===== config.mk =====
export PLATFORM = sky130hd
export DESIGN_NAME = mhbe_seq
export DESIGN_NICKNAME = d
export VERILOG_FILES = /design/src/mhbe_pkg.sv /design/src/mhbe_seq.sv /design/src/mhbe_clkdiv.sv /design/src/mhbe_phase_timer.sv
export SDC_FILE = /design/constraint.sdc
export NUM_CORES = 1
export LEC_CHECK = 0
export BUFFER_PORTS_ARGS = -buffer_cell sky130_fd_sc_hd__buf_4
export CAP_MARGIN = 20
export CORE_MARGIN = 1
export CORE_UTILIZATION = 51
export CTS_CLUSTER_SIZE = 30
export DETAILED_ROUTE_END_ITERATION = 8
export HOLD_SLACK_MARGIN = 0.08
export PLACE_DENSITY = 0.76
export SLEW_MARGIN = 10
export SYNTH_ARGS = -nofsm -noshare
export SYNTH_HDL_FRONTEND = slang
export SYNTH_HIERARCHICAL = 1
export SYNTH_SLANG_ARGS = --single-unit

===== constraint.sdc =====
create_clock -name clock -period 3.6 [get_ports clock]
set_input_delay 0.72 -clock clock [delete_from_list [all_inputs] [get_ports clock]]
set_output_delay 0.72 -clock clock [all_outputs]
set_load 0.05 [all_outputs]

===== src/mhbe_pkg.sv =====
// ==========================================================================
// Shared constants for the host bus emulation sequencer
`default_nettype none
package mhbe_pkg;

  // ========================================================================
  // Timing: system clock and emulated bus clock
  localparam int unsigned CLK_PERIOD_PS     = 50000;
  localparam int unsigned BUS_PERIOD_TYP_PS = 83300;
  localparam int unsigned BUS_PERIOD_MIN_PS = 41600;
  localparam int unsigned BUS_PERIOD_MAX_PS = 125000;
  localparam int unsigned BUS_HALF_MIN_PS   = 20800;
  localparam int unsigned BUS_HALF_MAX_PS   = 62500;
  // Half period rounded up from the least high/low time, at least one cycle
  localparam int unsigned HALF_CYC_RAW      = (BUS_HALF_MIN_PS + CLK_PERIOD_PS - 1) / CLK_PERIOD_PS;
  localparam int unsigned HALF_CYC          = (HALF_CYC_RAW < 1) ? 1 : HALF_CYC_RAW;
  localparam int unsigned HALF_CNT_W        = 4;

  // ========================================================================
  // Phase lengths in bus clock periods: nominal and stretched by wait_ready
  localparam int unsigned PH_CNT_W      = 3;
  localparam logic [2:0]  PH_NOMINAL    = 3'h1;
  localparam logic [2:0]  ALE_MAX       = 3'h2;
  localparam logic [2:0]  RD_SEL_MAX    = 3'h3;
  localparam logic [2:0]  WR_STROBE_MAX = 3'h6;
  localparam logic [2:0]  RD_SETUP_MAX  = 3'h5;

  // ========================================================================
  // Reset values of the pins
  localparam logic [7:0]  AD_RESET      = 8'h00;
  localparam logic [7:0]  ADDR_HI_RESET = 8'h00;

  // ========================================================================
  // Sequencer states
  typedef enum logic [3:0] {
    MHBE_IDLE      = 4'h0,
    MHBE_ARM       = 4'h1,
    MHBE_ADDR_HI   = 4'h2,
    MHBE_ADDR_LO   = 4'h3,
    MHBE_ALE_HI    = 4'h4,
    MHBE_WR_SETUP  = 4'h5,
    MHBE_WR_STROBE = 4'h6,
    MHBE_WR_HOLD   = 4'h7,
    MHBE_RD_SELECT = 4'h8,
    MHBE_RD_STROBE = 4'h9,
    MHBE_RD_HOLD   = 4'hA
  } mhbe_state_t;

endpackage
`default_nettype wire


===== src/mhbe_seq.sv =====
`timescale 1ns/10ps
`default_nettype none
module mhbe_seq
(
  input  wire logic        clock,
  input  wire logic        rst_n,
  input  wire logic        clk_en,
  // Command side
  input  wire logic        cmd_valid,
  output logic             cmd_ready,
  input  wire logic        cmd_write,
  input  wire logic        cmd_ext,
  input  wire logic [15:0] cmd_addr,
  input  wire logic [7:0]  cmd_wdata,
  output logic             rsp_valid,
  output logic [7:0]       rsp_rdata,
  // Peripheral bus pins
  output logic [7:0]       ad_out,
  output logic             ad_oe_n,
  input  wire logic [7:0]  ad_in,
  output logic [7:0]       addr_hi,
  output logic             ale,
  output logic             cs_n,
  output logic             rd_n,
  output logic             wr_n,
  input  wire logic        wait_ready,
  output logic             bus_clock_out
);
  import mhbe_pkg::*;

  // ========================================================================
  // Reset release
  logic rst_meta_r;
  logic rst_sync_n;

  always_ff @(posedge clock or negedge rst_n)
  begin
    if (!rst_n)
    begin
      rst_meta_r <= 1'b0;
      rst_sync_n <= 1'b0;
    end
    else
    begin
      rst_meta_r <= 1'b1;
      rst_sync_n <= rst_meta_r;
    end
  end

  // ========================================================================
  // Bus clock
  logic bclk_r;
  logic rise_stb;
  logic fall_stb;

  mhbe_clkdiv u_clkdiv (
    .clock    (clock),
    .rst_n    (rst_sync_n),
    .clk_en   (clk_en),
    .bclk_r   (bclk_r),
    .rise_stb (rise_stb),
    .fall_stb (fall_stb)
  );

  // Divided system clock keeps period and halves in range while clk_en is high and holds its level while clk_en is low
  assign bus_clock_out = bclk_r;

  // ========================================================================
  // Phase timing
  mhbe_state_t         state_r;
  mhbe_state_t         state_nxt;
  logic                timed;
  logic [PH_CNT_W-1:0] ph_max;
  logic                phase_end;
  logic                write_r;
  logic                ext_r;
  logic [15:0]         addr_r;
  logic [7:0]          wdata_r;
  logic                first_ale_r;

  always_comb
  begin
    timed  = 1'b1;
    ph_max = PH_NOMINAL;
    unique case (state_r)
      MHBE_ALE_HI    : ph_max = ALE_MAX;
      MHBE_RD_SELECT : ph_max = RD_SEL_MAX;
      MHBE_WR_STROBE : ph_max = WR_STROBE_MAX;
      MHBE_RD_STROBE : ph_max = RD_SETUP_MAX;
      MHBE_ADDR_HI,
      MHBE_ADDR_LO,
      MHBE_WR_SETUP  : ph_max = PH_NOMINAL;
      MHBE_IDLE,
      MHBE_ARM,
      MHBE_WR_HOLD,
      MHBE_RD_HOLD   : timed = 1'b0;
      default        : timed = 1'b0;
    endcase
  end

  // Fixed one-period phases never look at wait_ready
  mhbe_phase_timer u_timer (
    .clock      (clock),
    .rst_n      (rst_sync_n),
    .step       (rise_stb),
    .run        (timed),
    .wait_ready (wait_ready),
    .nominal    (PH_NOMINAL),
    .max_len    (ph_max),
    .phase_end  (phase_end)
  );

  // ========================================================================
  // Command capture
  logic take;

  assign take = clk_en && cmd_valid && cmd_ready && (state_r == MHBE_IDLE);

  always_ff @(posedge clock or negedge rst_sync_n)
  begin
    if (!rst_sync_n)
    begin
      write_r <= 1'b0;
      ext_r   <= 1'b0;
      addr_r  <= 16'h0000;
      wdata_r <= 8'h00;
    end
    else if (take)
    begin
      write_r <= cmd_write;
      ext_r   <= cmd_ext;
      addr_r  <= cmd_addr;
      wdata_r <= cmd_wdata;
    end
  end

  always_ff @(posedge clock or negedge rst_sync_n)
  begin
    if (!rst_sync_n)
      cmd_ready <= 1'b0;
    else if (clk_en)
      cmd_ready <= (state_nxt == MHBE_IDLE);
  end

  // ========================================================================
  // Sequencer: phases move on bus clock rises, releases on bus clock falls
  always_comb
  begin
    state_nxt = state_r;
    unique case (state_r)
      MHBE_IDLE :
        if (take)
          state_nxt = MHBE_ARM;
      MHBE_ARM :
        if (rise_stb)
          state_nxt = ext_r ? MHBE_ADDR_HI : MHBE_ADDR_LO;
      MHBE_ADDR_HI :
        if (phase_end)
          state_nxt = MHBE_ADDR_LO;
      MHBE_ADDR_LO :
        if (phase_end)
          state_nxt = MHBE_ALE_HI;
      MHBE_ALE_HI :
        if (phase_end)
          state_nxt = write_r ? MHBE_WR_SETUP : MHBE_RD_SELECT;
      MHBE_WR_SETUP :
        if (phase_end)
          state_nxt = MHBE_WR_STROBE;
      MHBE_WR_STROBE :
        if (phase_end)
          state_nxt = MHBE_WR_HOLD;
      MHBE_WR_HOLD :
        if (fall_stb)
          state_nxt = MHBE_IDLE;
      MHBE_RD_SELECT :
        if (phase_end)
          state_nxt = MHBE_RD_STROBE;
      MHBE_RD_STROBE :
        if (phase_end)
          state_nxt = MHBE_RD_HOLD;
      MHBE_RD_HOLD :
        if (fall_stb)
          state_nxt = MHBE_IDLE;
      default :
        state_nxt = MHBE_IDLE;
    endcase
  end

  always_ff @(posedge clock or negedge rst_sync_n)
  begin
    if (!rst_sync_n)
      state_r <= MHBE_IDLE;
    else if (clk_en)
      state_r <= state_nxt;
  end

  // ========================================================================
  // Address and data lines
  always_ff @(posedge clock or negedge rst_sync_n)
  begin
    if (!rst_sync_n)
      addr_hi <= ADDR_HI_RESET;
    else if (clk_en && (state_r == MHBE_ARM) && rise_stb && ext_r)
      addr_hi <= addr_r[15:8];
  end

  // Lower address and data share the lines; peripheral latches on ale fall
  always_ff @(posedge clock or negedge rst_sync_n)
  begin
    if (!rst_sync_n)
      ad_out <= AD_RESET;
    else if (clk_en)
    begin
      if ((state_nxt == MHBE_ADDR_LO) && (state_r != MHBE_ADDR_LO))
        ad_out <= addr_r[7:0];
      else if ((state_r == MHBE_ALE_HI) && phase_end && write_r)
        ad_out <= wdata_r;
    end
  end

  // Bus floats through the read strobe and read hold phases
  always_ff @(posedge clock or negedge rst_sync_n)
  begin
    if (!rst_sync_n)
      ad_oe_n <= 1'b0;
    else if (clk_en)
    begin
      if ((state_r == MHBE_RD_SELECT) && phase_end)
        ad_oe_n <= 1'b1;
      else if ((state_r == MHBE_RD_HOLD) && fall_stb)
        ad_oe_n <= 1'b0;
    end
  end

  // ========================================================================
  // Strobes
  always_ff @(posedge clock or negedge rst_sync_n)
  begin
    if (!rst_sync_n)
      ale <= 1'b0;
    else if (clk_en)
    begin
      if ((state_r == MHBE_ADDR_LO) && phase_end)
        ale <= 1'b1;
      else if ((state_r == MHBE_ALE_HI) && phase_end)
        ale <= 1'b0;
    end
  end

  always_ff @(posedge clock or negedge rst_sync_n)
  begin
    if (!rst_sync_n)
      first_ale_r <= 1'b0;
    else if (clk_en)
    begin
      if ((state_r == MHBE_ADDR_LO) && phase_end)
        first_ale_r <= 1'b1;
      else if (rise_stb)
        first_ale_r <= 1'b0;
    end
  end

  // Read select drops one period after ale rose even if ale is stretched
  always_ff @(posedge clock or negedge rst_sync_n)
  begin
    if (!rst_sync_n)
      cs_n <= 1'b1;
    else if (clk_en)
    begin
      if ((state_r == MHBE_ALE_HI) && rise_stb && !write_r && first_ale_r)
        cs_n <= 1'b0;
      else if ((state_r == MHBE_ALE_HI) && phase_end)
        cs_n <= 1'b0;
      else if (((state_r == MHBE_WR_HOLD) || (state_r == MHBE_RD_HOLD)) && fall_stb)
        cs_n <= 1'b1;
    end
  end

  always_ff @(posedge clock or negedge rst_sync_n)
  begin
    if (!rst_sync_n)
      wr_n <= 1'b1;
    else if (clk_en)
    begin
      if ((state_r == MHBE_WR_SETUP) && phase_end)
        wr_n <= 1'b0;
      else if ((state_r == MHBE_WR_STROBE) && phase_end)
        wr_n <= 1'b1;
    end
  end

  always_ff @(posedge clock or negedge rst_sync_n)
  begin
    if (!rst_sync_n)
      rd_n <= 1'b1;
    else if (clk_en)
    begin
      if ((state_r == MHBE_RD_SELECT) && phase_end)
        rd_n <= 1'b0;
      else if ((state_r == MHBE_RD_STROBE) && phase_end)
        rd_n <= 1'b1;
    end
  end

  // ========================================================================
  // Read answer: data taken at the edge that raises the read strobe
  always_ff @(posedge clock or negedge rst_sync_n)
  begin
    if (!rst_sync_n)
      rsp_rdata <= 8'h00;
    else if (clk_en && (state_r == MHBE_RD_STROBE) && phase_end)
      rsp_rdata <= ad_in;
  end

  // Answer pulses when select releases, so a new command cannot overlap
  always_ff @(posedge clock or negedge rst_sync_n)
  begin
    if (!rst_sync_n)
      rsp_valid <= 1'b0;
    else if (clk_en)
      rsp_valid <= ((state_r == MHBE_WR_HOLD) || (state_r == MHBE_RD_HOLD)) && fall_stb;
  end

endmodule
`default_nettype wire


===== src/mhbe_clkdiv.sv =====
`timescale 1ns/10ps
`default_nettype none
// ==========================================================================
// Bus clock divider: equal high and low halves of HALF_CYC clocks
module mhbe_clkdiv
(
  input  wire logic clock,
  input  wire logic rst_n,
  input  wire logic clk_en,
  output logic      bclk_r,
  output logic      rise_stb,
  output logic      fall_stb
);
  import mhbe_pkg::*;

  localparam logic [HALF_CNT_W-1:0] HALF_LAST = HALF_CNT_W'(HALF_CYC - 1);

  logic [HALF_CNT_W-1:0] half_cnt_r;
  logic                  half_end;

  assign half_end = clk_en && (half_cnt_r == HALF_LAST);
  assign rise_stb = half_end && !bclk_r;
  assign fall_stb = half_end && bclk_r;

  always_ff @(posedge clock or negedge rst_n)
  begin
    if (!rst_n)
      half_cnt_r <= '0;
    else if (clk_en)
      half_cnt_r <= half_end ? '0 : half_cnt_r + 1'b1;
  end

  always_ff @(posedge clock or negedge rst_n)
  begin
    if (!rst_n)
      bclk_r <= 1'b0;
    else if (half_end)
      bclk_r <= !bclk_r;
  end

endmodule
`default_nettype wire


===== src/mhbe_phase_timer.sv =====
`timescale 1ns/10ps
`default_nettype none
// ==========================================================================
// Counts bus periods within one phase, stretching while wait_ready is low
module mhbe_phase_timer
(
  input  wire logic                          clock,
  input  wire logic                          rst_n,
  input  wire logic                          step,
  input  wire logic                          run,
  input  wire logic                          wait_ready,
  input  wire logic [mhbe_pkg::PH_CNT_W-1:0] nominal,
  input  wire logic [mhbe_pkg::PH_CNT_W-1:0] max_len,
  output logic                               phase_end
);
  import mhbe_pkg::*;

  logic [PH_CNT_W-1:0] cnt_r;
  logic [PH_CNT_W-1:0] elapsed;

  assign elapsed = cnt_r + 1'b1;
  // Sampled only on bus clock rises; ends at first high sample or the cap
  assign phase_end = step && run && (elapsed >= nominal) &&
                     (wait_ready || (elapsed >= max_len));

  always_ff @(posedge clock or negedge rst_n)
  begin
    if (!rst_n)
      cnt_r <= '0;
    else if (!run)
      cnt_r <= '0;
    else if (step)
      cnt_r <= phase_end ? '0 : elapsed;
  end

endmodule
`default_nettype wire


==> Yosys cells after proc, flatten, opt, wreduce, memory -nomap -nowiden <==
Cells that the tools add are included.
{ "word_totals": {"out_inout_bits": 32, "ff_bits": 72, "wordCells": 122} }
{ "classes": {"n_reduce_logical": 50, "add_sub_neg": 2, "magnitude_cmp": 2, "n_mux": 34, "eq_ne": 13} }
{ "ops": {"columns": ["op", "count"], "rows": [
  ["$mux 4", 12],
  ["$pmux 4 s10", 1],
  ["$logic_and 1x1->1", 27],
  ["$eq 4x3->1 const B", 4],
  ["$mux 8", 2],
  ["$mux 1", 15],
  ["$reduce_and 2->1", 7],
  ["$eq 4x2->1 const B", 3],
  ["$eq 4x4->1 const B", 3],
  ["$logic_not 4->1", 3],
  ["$pmux 3 s4", 1],
  ["$reduce_bool 2->1", 6],
  ["$mux 3", 3],
  ["$reduce_or 7->1", 1],
  ["$add 4x1->4 const B", 1],
  ["$eq 4x1->1 const B", 1],
  ["$ne 4x2->1 const B", 1],
  ["$add 3x1->3 const B", 1],
  ["$ge 3x1->1 const B", 1],
  ["$ge 3x3->1", 1],
  ["$reduce_bool 3->1", 1],
  ["$logic_not 1->1", 2],
  ["$logic_or 1x1->1", 2],
  ["$ne 2x2->1 const B", 1],
  ["$reduce_or 2->1", 1]
]} }

==> Longest topological paths before layout <==
Gate-level depths: netlist of run 1.
{ "logic_depth": {"word_depth": 12, "ltp_mapped": 18, "mapped_depth_nobuf": 15} }

==> By module <==
Netlist of run 1, hierarchy kept.
{ "by_module_without_submodules": {"columns": ["mod", "cells_per_inst", "area_per_inst_um2", "instances", "seq_area_each_um2"], "rows": [
  ["mhbe_seq", 271, 3261.9, 1, 1605.3],
  ["mhbe_phase_timer", 30, 292.8, 1, 75.1],
  ["mhbe_clkdiv", 24, 267.8, 1, 125.1]
]} }

==> Worst setup path after synthesis of run 1 <==
OpenSTA, ideal clock, no wires.
{ "synth_path": {"path_type": "register to register", "start": "reg state_r[2]", "end": "reg ad_out[0]", "t_arrival_ns": 3.301, "setup_time_ns": 0.125, "path_stages_with_launch": 18, "period_less_slack_ns": 3.426, "slack_ns": 0.174, "path_buffers": 3, "path_cell_list": "dfrtp_1 > buf_6 > clkbuf_8 > nand2b_1 > o22ai_1 > inv_1 > ha_1 > a211o_1 > a31oi_1 > a21o_2 > nor2_1 > buf_4 > nor2b_1 > and3_1 > o31ai_2 > o32ai_2 > nand2_4 > mux2_4"} }
{ "synth_between": {"word_cells_on_any_way": 40} }
{ "synth_rtl": {"columns": ["item", "line_no", "rtl"], "rows": [
  ["start: declaration", "mhbe_seq.sv:70", "mhbe_state_t state_r;"],
  ["start signal: assignment", "mhbe_seq.sv:194", "state_r <= state_nxt;"],
  ["$eq 4x4->1 or $eq 4x3->1 (tied branches)", "mhbe_seq.sv:85", "unique case (state_r)"],
  ["$pmux 3 s4 (*)", "mhbe_seq.sv:85", null],
  ["named net ph_max[2]", "mhbe_seq.sv:73", "logic [PH_CNT_W-1:0] ph_max;"],
  ["$ge 3x3->1 (*)", "mhbe_phase_timer.sv:24", "(wait_ready || (elapsed >= max_len));"],
  ["$logic_or 1x1->1 (*)", "mhbe_phase_timer.sv:24", null],
  ["$logic_and 1x1->1 (*)", "mhbe_phase_timer.sv:23", "assign phase_end = step && run && (elapsed >= nominal) &&"],
  ["named net phase_end", "mhbe_seq.sv:74", "logic phase_end;"],
  ["$mux 4 (tied with other cells)", "mhbe_seq.sv:179", "if (phase_end)"],
  ["$pmux 4 s10", "mhbe_seq.sv:150", "unique case (state_r)"],
  ["$eq 4x2->1", "mhbe_seq.sv:214", "if ((state_nxt == MHBE_ADDR_LO) && (state_r != MHBE_ADDR_LO))"],
  ["$logic_and 1x1->1", "mhbe_seq.sv:214", null],
  ["$reduce_bool 2->1 (no source line)", null, null],
  ["$reduce_and 2->1 (no source line)", null, null],
  ["end signal: assignment", "mhbe_seq.sv:215", "ad_out <= addr_r[7:0];"],
  ["end signal: assignment", "mhbe_seq.sv:217", "ad_out <= wdata_r;"],
  ["end: declaration", "mhbe_seq.sv:18", "output logic [7:0] ad_out,"]
]} }
The timed path passes the listed nets; every way through them passes the cells marked *.
A chain may end at the register's enable or synchronous reset.

==> Worst setup path in the final report of run 1 <==
{ "layout_path": {"start": "reg state_r[1]", "end": "reg ad_out[6]"} }
The elaborated chain is that of the path after synthesis.

==> results.txt, run 1 <==
Num CTS Buffers = 9
register bit total from synthesis = 72
WP data arrival = 3.62 ns
part of the cycle the worst path needs = 0.9412
sequential-to-total area share from yosys stat = 0.4723
Yosys warning count = 6
P&R area growth vs syn = 20.85%
Die W = 88.58 um
Core Rows = 31
total power draw = 3.235 mW
total track usage = 0.2200
synth unique cells = 62
clock sinks = 72
Internal = 1.963 mW
Vias = 2758
sequential cell fraction of total power = 0.385
top post-synthesis cells by count = dfrtp_1, mux2_2, a21oi_1, nand2_1, nor2_1
die area = 7846 um^2
DR pass1 iterations = 4
Critical Path Start = state_r[1]
ys async rst share = 1.000
PwrDens = 700.2 nW/um^2
Final Max Slew Viols = 0
share of the synthesized area in the top cell type = 0.4517
H-tree levels = 3
WP data required = 3.83 ns
post-layout util = 0.6369
leading area contributor after synthesis = dfrtp_1
largest net degree at the start of global routing = 47
vias per cell = 5.418
critical path class = flip-flop to flip-flop
TritonCTS clock tree = built
starting density of the core = 0.5270
vias in the first global route = 2698
antenna cells = 0
CP Launch Type = flip-flop
Worst setup EP type = flip-flop
Peak VDD IR = 0.4578 mV
LEAKAGE = 2.247 nW
setup bufs post-CTS = 0
TNS Setup = 0 ns
Gate power share = 0.436
Post-synth top flop = dfrtp_1
Hold WC Path Type = input port to asynchronous set/reset pin
final setup vio count = 0
top-count cell post-synth = dfrtp_1
setup slack after layout = 0.2118 ns
GRT overflow = 0
I/O pins = 71
Synth Instances = 325
FF-to-FF path depth = 14
first-pass GRT wire length = 12960 um
NetSw = 1.272 mW
status = finished, final reports clean
clk buf depth = 2
RSZ-0062 raised after global routing = false
initial antenna violation count = 0
R2R Path End = ad_out[6]
Max Freq = 295.1 MHz
Detailed Route WL = 7855 um
Area contributors post-synth = dfrtp_1, mux2_2, a21oi_1
DP HPWL = 5670 um
R2R setup slack = 0.21 ns
synthesized area = 3822 um^2
Setup WS pre-CTS = -0.02972 ns
Core Footprint = 7253 um^2
final hold violations = 0
Chip Height = 88.58 um
CP max FO = 9
Routed Antenna Nets = 0
number of synthesized flops with an enable pin = 0
# nets final = 453
Switching Fraction = 0.3931
Avg Inst Size Synth = 11.76 um^2
Crit Reg-Reg Startpoint = state_r[1]
share of layout cells above drive strength 1 = 0.4390
worst skew pair latency = 0.35 ns
DRC = 0
Root Buffer = clkbuf_8
Layout Skew = 0.008704 ns
Max-cap violations = 0
Initial DRC Count = 233
IO Port Bufs = 70
Avg WL per Cell = 15.43 um
min Tclk post-route = 3.388 ns
CTS clk-pin slew, worst paths = 0.08 ns
routability cong. = 0.8348
Clock Power Share = 0.178
==> how the worst max path moves through the flow <==
stage	end	slack (ns)	depth (start not counted)
2_1_floorplan	ad_out[0]	0.17	17
3_3_place_gp	ad_out[4]	0.14	13
3_5_place_dp	ad_out[4]	-0.03	13
4_1_cts	ad_out[4]	0.18	13
5_1_grt	ad_out[4]	0.06	14
6_report	ad_out[6]	0.21	14
==> logic make-up after synthesis <==
logic type,after synthesis,share of synthesized area
AND/OR/NAND/NOR,81,0.1332
flip-flops,72,0.4723
AO/OA/AOI/OAI,64,0.1087
multiplexers,60,0.1840
buffers and inverters,32,0.05892
adder cells (fa/ha/maj),9,0.02946
XOR/XNOR,5,0.01146
other,2,0.001965
==> metrics by stage <==
| step | std cells | hold WS [ns] | area [um^2] |
|---|---|---|---|
| 2_1_floorplan | 327 | 0.3312 | 3830 |
| 3_3_place_gp | 492 | 0.3397 | 4420 |
| 3_5_place_dp | 492 | 0.3449 | 4420 |
| 4_1_cts | 508 | 0.1239 | 4598 |
| 5_1_grt | 509 | 0.1127 | 4619 |
| 6_report | 509 | 0.1347 | 4619 |
==> layer usage <==
layer | wire length, um | global-route usage | part of all wire | vias to the layer above
met1 | 3422 | 0.2959 | 0.44 | 1354
li1 | - | - | - | 1307
met2 | 3889 | 0.3462 | 0.50 | 88
met4 | 117 | 0.07918 | 0.015 | 0
met5 | 0 | 0 | 0 | -
met3 | 425 | 0.05597 | 0.054 | 9
==> final cells by class <==
cell class                      instances  area [um^2]
Tap cell                               99        123.9
Clock inverter                          5        33.78
Clock buffer                           11        141.4
Timing Repair Buffer                   87        665.6
Sequential cell                        72         1807
Inverter                               12        45.04
Multi-Input combinational cell        223         1803
Fill cell                             560         2634
==> registers in the layout, summed over array words and instances, names as in the netlist <==
name                 count
cmd_ready                1
u_clkdiv/bclk_r          1
state_r                  4
cs_n                     1
addr_r                  16
ale                      1
write_r                  1
rd_n                     1
ext_r                    1
u_clkdiv/half_cnt_r      4
rsp_valid                1
rst_sync_n               1
u_timer/cnt_r            3
rst_meta_r               1
wdata_r                  8
ad_out                   8
addr_hi                  8
ad_oe_n                  1
first_ale_r              1
rsp_rdata                8
wr_n                     1
==> power by group through the flow <==
stage                     Combinational (mW)  Clock [mW]  Sequential (mW)
after floorplan                        0.913           0             1.41
after global placement                  1.36           0             1.25
after detailed placement                1.41           0             1.26
after CTS                               1.41       0.585             1.25
after global routing                    1.53       0.621             1.28
final                                   1.41       0.577             1.25
==> layout by cell type, fill, tap and decap left out, types with 8 or more instances in the layout <==
cell type,synthesis,final
buf_4,3,86
dfrtp_1,69,68
mux2_2,42,42
a21oi_1,26,26
nand2_1,19,19
nor2_1,19,18
inv_1,12,12
o21ai_0,12,12
clkbuf_8,6,10
ha_1,9,9
mux2_1,8,8
mux2_4,8,8
==> worst max-delay path: stages (launching register included) <==
cell	delay (ns)
dfrtp_1	0.39
or2b_2	0.32
o22ai_1	0.16
inv_1	0.07
ha_1	0.30
a211o_1	0.29
a31oi_1	0.14
a21o_2	0.16
nor2_2	0.11
nor2b_1	0.17
and3_1	0.20
o31ai_2	0.29
o32ai_2	0.16
nand2_4	0.19
mux2_4	0.31
==> timing repair <==
action | CTS | global route
hold buffers | 0 | 0
gates resized for setup | 1 | 1
setup endpoints to repair | 8 | 8
Power figures use the tool's default switching activity.
==> inputs of run 2 (changes only) <==
--- a/config.mk
+++ b/config.mk
@@ -5,14 +5,15 @@
 export SDC_FILE = /design/constraint.sdc
 export NUM_CORES = 1
 export LEC_CHECK = 0
-export BUFFER_PORTS_ARGS = -buffer_cell sky130_fd_sc_hd__buf_4
 export CAP_MARGIN = 20
 export CORE_MARGIN = 1
 export CORE_UTILIZATION = 51
 export CTS_CLUSTER_SIZE = 30
 export DETAILED_ROUTE_END_ITERATION = 8
+export DONT_BUFFER_PORTS = 1
 export HOLD_SLACK_MARGIN = 0.08
-export PLACE_DENSITY = 0.76
+export PLACE_DENSITY = 0.68
+export RECOVER_POWER = 100
 export SLEW_MARGIN = 10
 export SYNTH_ARGS = -nofsm -noshare
 export SYNTH_HDL_FRONTEND = slang
==> results.txt, run 2 (synthesis results as in run 1) <==
most flop-heavy register = addr_r
TNS Setup = 0 ns (unchanged)
# nets final = 379 (-16%)
Hold Crit Start = rst_meta_r
critical path class = flip-flop to flip-flop
part of the cycle the worst path needs = 0.9448 (+0.003656)
setup bufs post-CTS = 0 (unchanged)
slowest stage cell, crit path = dfrtp_1
routability cong. = 0.8180 (-2.0%)
PwrDens = 775.7 nW/um^2 (+11%)
most frequent cells in the layout = dfrtp_1, mux2_2, a21oi_1
DP HPWL = 4895 um (-14%)
Max Freq = 294.0 MHz (-0.39%)
Core Footprint = 7253 um^2 (unchanged)
Min-Delay Endpoint = rst_sync_n
clock sinks = 72 (unchanged)
Hold WC Path Type = flip-flop to flip-flop
Avg WL per Cell = 16.13 um (+4.5%)
Chip Height = 88.58 um (unchanged)
WP data arrival = 3.63 ns (about the same)
CP Launch Type = flip-flop
most common cell after layout, fill and taps aside = dfrtp_1
share of layout cells above drive strength 1 = 0.2866 (-0.1525)
die area = 7846 um^2 (unchanged)
Die W = 88.58 um (unchanged)
total track usage = 0.2009 (-0.01905)
H-tree levels = 3 (unchanged)
Slew HR = 0.02982
Initial DRC Count = 149 (-36%)
DRC = 0 (unchanged)
Detailed Route WL = 7000 um (-11%)
final hold violations = 0 (unchanged)
largest net degree at the start of global routing = 41 (-13%)
I/O pins = 71 (unchanged)
first-pass GRT wire length = 11720 um (-9.5%)
R2R Path End = ad_out[4]
total power draw = 3.154 mW (-2.5%)
number of flip-flops in the largest register = 16 (unchanged)
FF-to-FF path depth = 15 (+1)
vias per cell = 5.604 (+3.4%)
clk buf depth = 2 (unchanged)
R2R setup slack = 0.20 ns (about the same)
WHS Path Cells = 0
TritonCTS clock tree = built
status = finished, final reports clean
Least-Margin Pin Slew = 1.455 ns
CTS clk-pin slew, worst paths = 0.07 ns (about the same)
starting density of the core = 0.5270 (unchanged)
min Tclk post-route = 3.401 ns (+0.01316 ns)
initial antenna violation count = 0 (unchanged)
Peak VDD IR = 0.4226 mV (-7.7%)
CP max FO = 9 (unchanged)
LEAKAGE = 1.860 nW (-17%)
worst skew pair latency = 0.35 ns (about the same)
Buf/Inv on CP = 2 (+1)
RSZ-0062 raised after global routing = false
Vias = 2432 (-12%)
Crit Reg-Reg Startpoint = state_r[0]
DR pass1 iterations = 4 (unchanged)
IO Port Bufs = 0 (-100%)
Layout Skew = 0.006318 ns (-0.002387 ns)
P&R area growth vs syn = 6.383%
Worst setup EP type = flip-flop
Routed Antenna Nets = 0 (unchanged)
Critical Path, Cell by Cell = or2b_2, o22ai_1, inv_1, ha_1, a211o_1, a31oi_1, a21o_2, nor2_1, buf_4, nor2b_1, and3_1, o31ai_2, o32ai_2, nand2_4, mux2_4
vias in the first global route = 2383 (-12%)
Core Rows = 31 (unchanged)
Num CTS Buffers = 9 (unchanged)
final setup vio count = 0 (unchanged)
Max-cap violations = 0 (unchanged)
GRT overflow = 0 (unchanged)
Root Buffer = clkbuf_8
antenna cells = 0 (unchanged)
WP data required = 3.83 ns (about the same)
Worst path max stage delay = 0.39 ns (about the same)
Final Max Slew Viols = 0 (unchanged)
CP top delay family = compound AO/OA/AOI/OAI gates
-- run 2: changes by cell type in the layout (fill, tap and decap cells not counted), moves of 2 or more --
cell	delta
and2_0	+2
and2_1	-2
buf_4	-78
bufinv_16	+2
dfstp_1	+3
dfstp_2	-3
-- run 2: layer usage --
layer  global-route usage  vias up  share of wire
met5                    0        -              0
met4              0.09971        0          0.019
met3              0.05504       15          0.062
met2               0.3021       68           0.47
met1               0.2682     1190           0.45
li1                     -     1159              -
-- run 2: where the power goes --
part / internal [mW] / leakage, nW / switching [mW] / total [mW]
sequential: 1.05 / 0.927 / 0.396 / 1.44
clock: 0.405 / 0.108 / 0.297 / 0.702
combinational: 0.515 / 0.824 / 0.494 / 1.01
total: 1.97 / 1.86 / 1.19 / 3.15
-- run 2: how the worst max path moves through the flow --
stage | start | end | slack, ns | depth (start not counted)
final | state_r[0] | ad_out[4] | 0.20 | 15
after global routing | state_r[0] | cmd_ready | 0.02 | 15
after CTS | u_timer/cnt_r[0] | ad_out[4] | 0.13 | 14
after detailed placement | u_timer/cnt_r[0] | ad_out[5] | 0.16 | 14
after global placement | u_timer/cnt_r[0] | ad_out[7] | 0.25 | 14
after floorplan | state_r[2] | ad_out[0] | 0.17 | 17
-- run 2: layout make-up --
cell class / instances / area [um^2]
inverters: 12 / 45.04
multi-input cells: 223 / 1779
repair buffers: 13 / 93.84
clock inverters: 5 / 81.33
fillers: 647 / 3187
clock buffers: 10 / 137.6
flip-flops and latches: 72 / 1805
well taps: 99 / 123.9
-- run 2: stage by stage --
step | hold slack, ns | util | instance area (um^2) | std cells | setup WS [ns]
2_1_floorplan | 0.3312 | - | 3830 | 327 | 0.1735
3_3_place_gp | 0.3357 | 0.5329 | 3865 | 418 | 0.2468
3_5_place_dp | 0.3425 | 0.5329 | 3865 | 418 | 0.1576
4_1_cts | 0.3604 | 0.5644 | 4094 | 434 | 0.1274
5_1_grt | 0.3630 | 0.5606 | 4066 | 434 | 0.01638
6_report | 0.3588 | 0.5606 | 4066 | 434 | 0.1986
-- run 2: timing repair --
item / CTS / global route
hold buffers: 1 / 0
endpoints found under the setup margin: 0 / 8
resized for setup: 0 / 3
hold endpoints to repair: 2 / 0
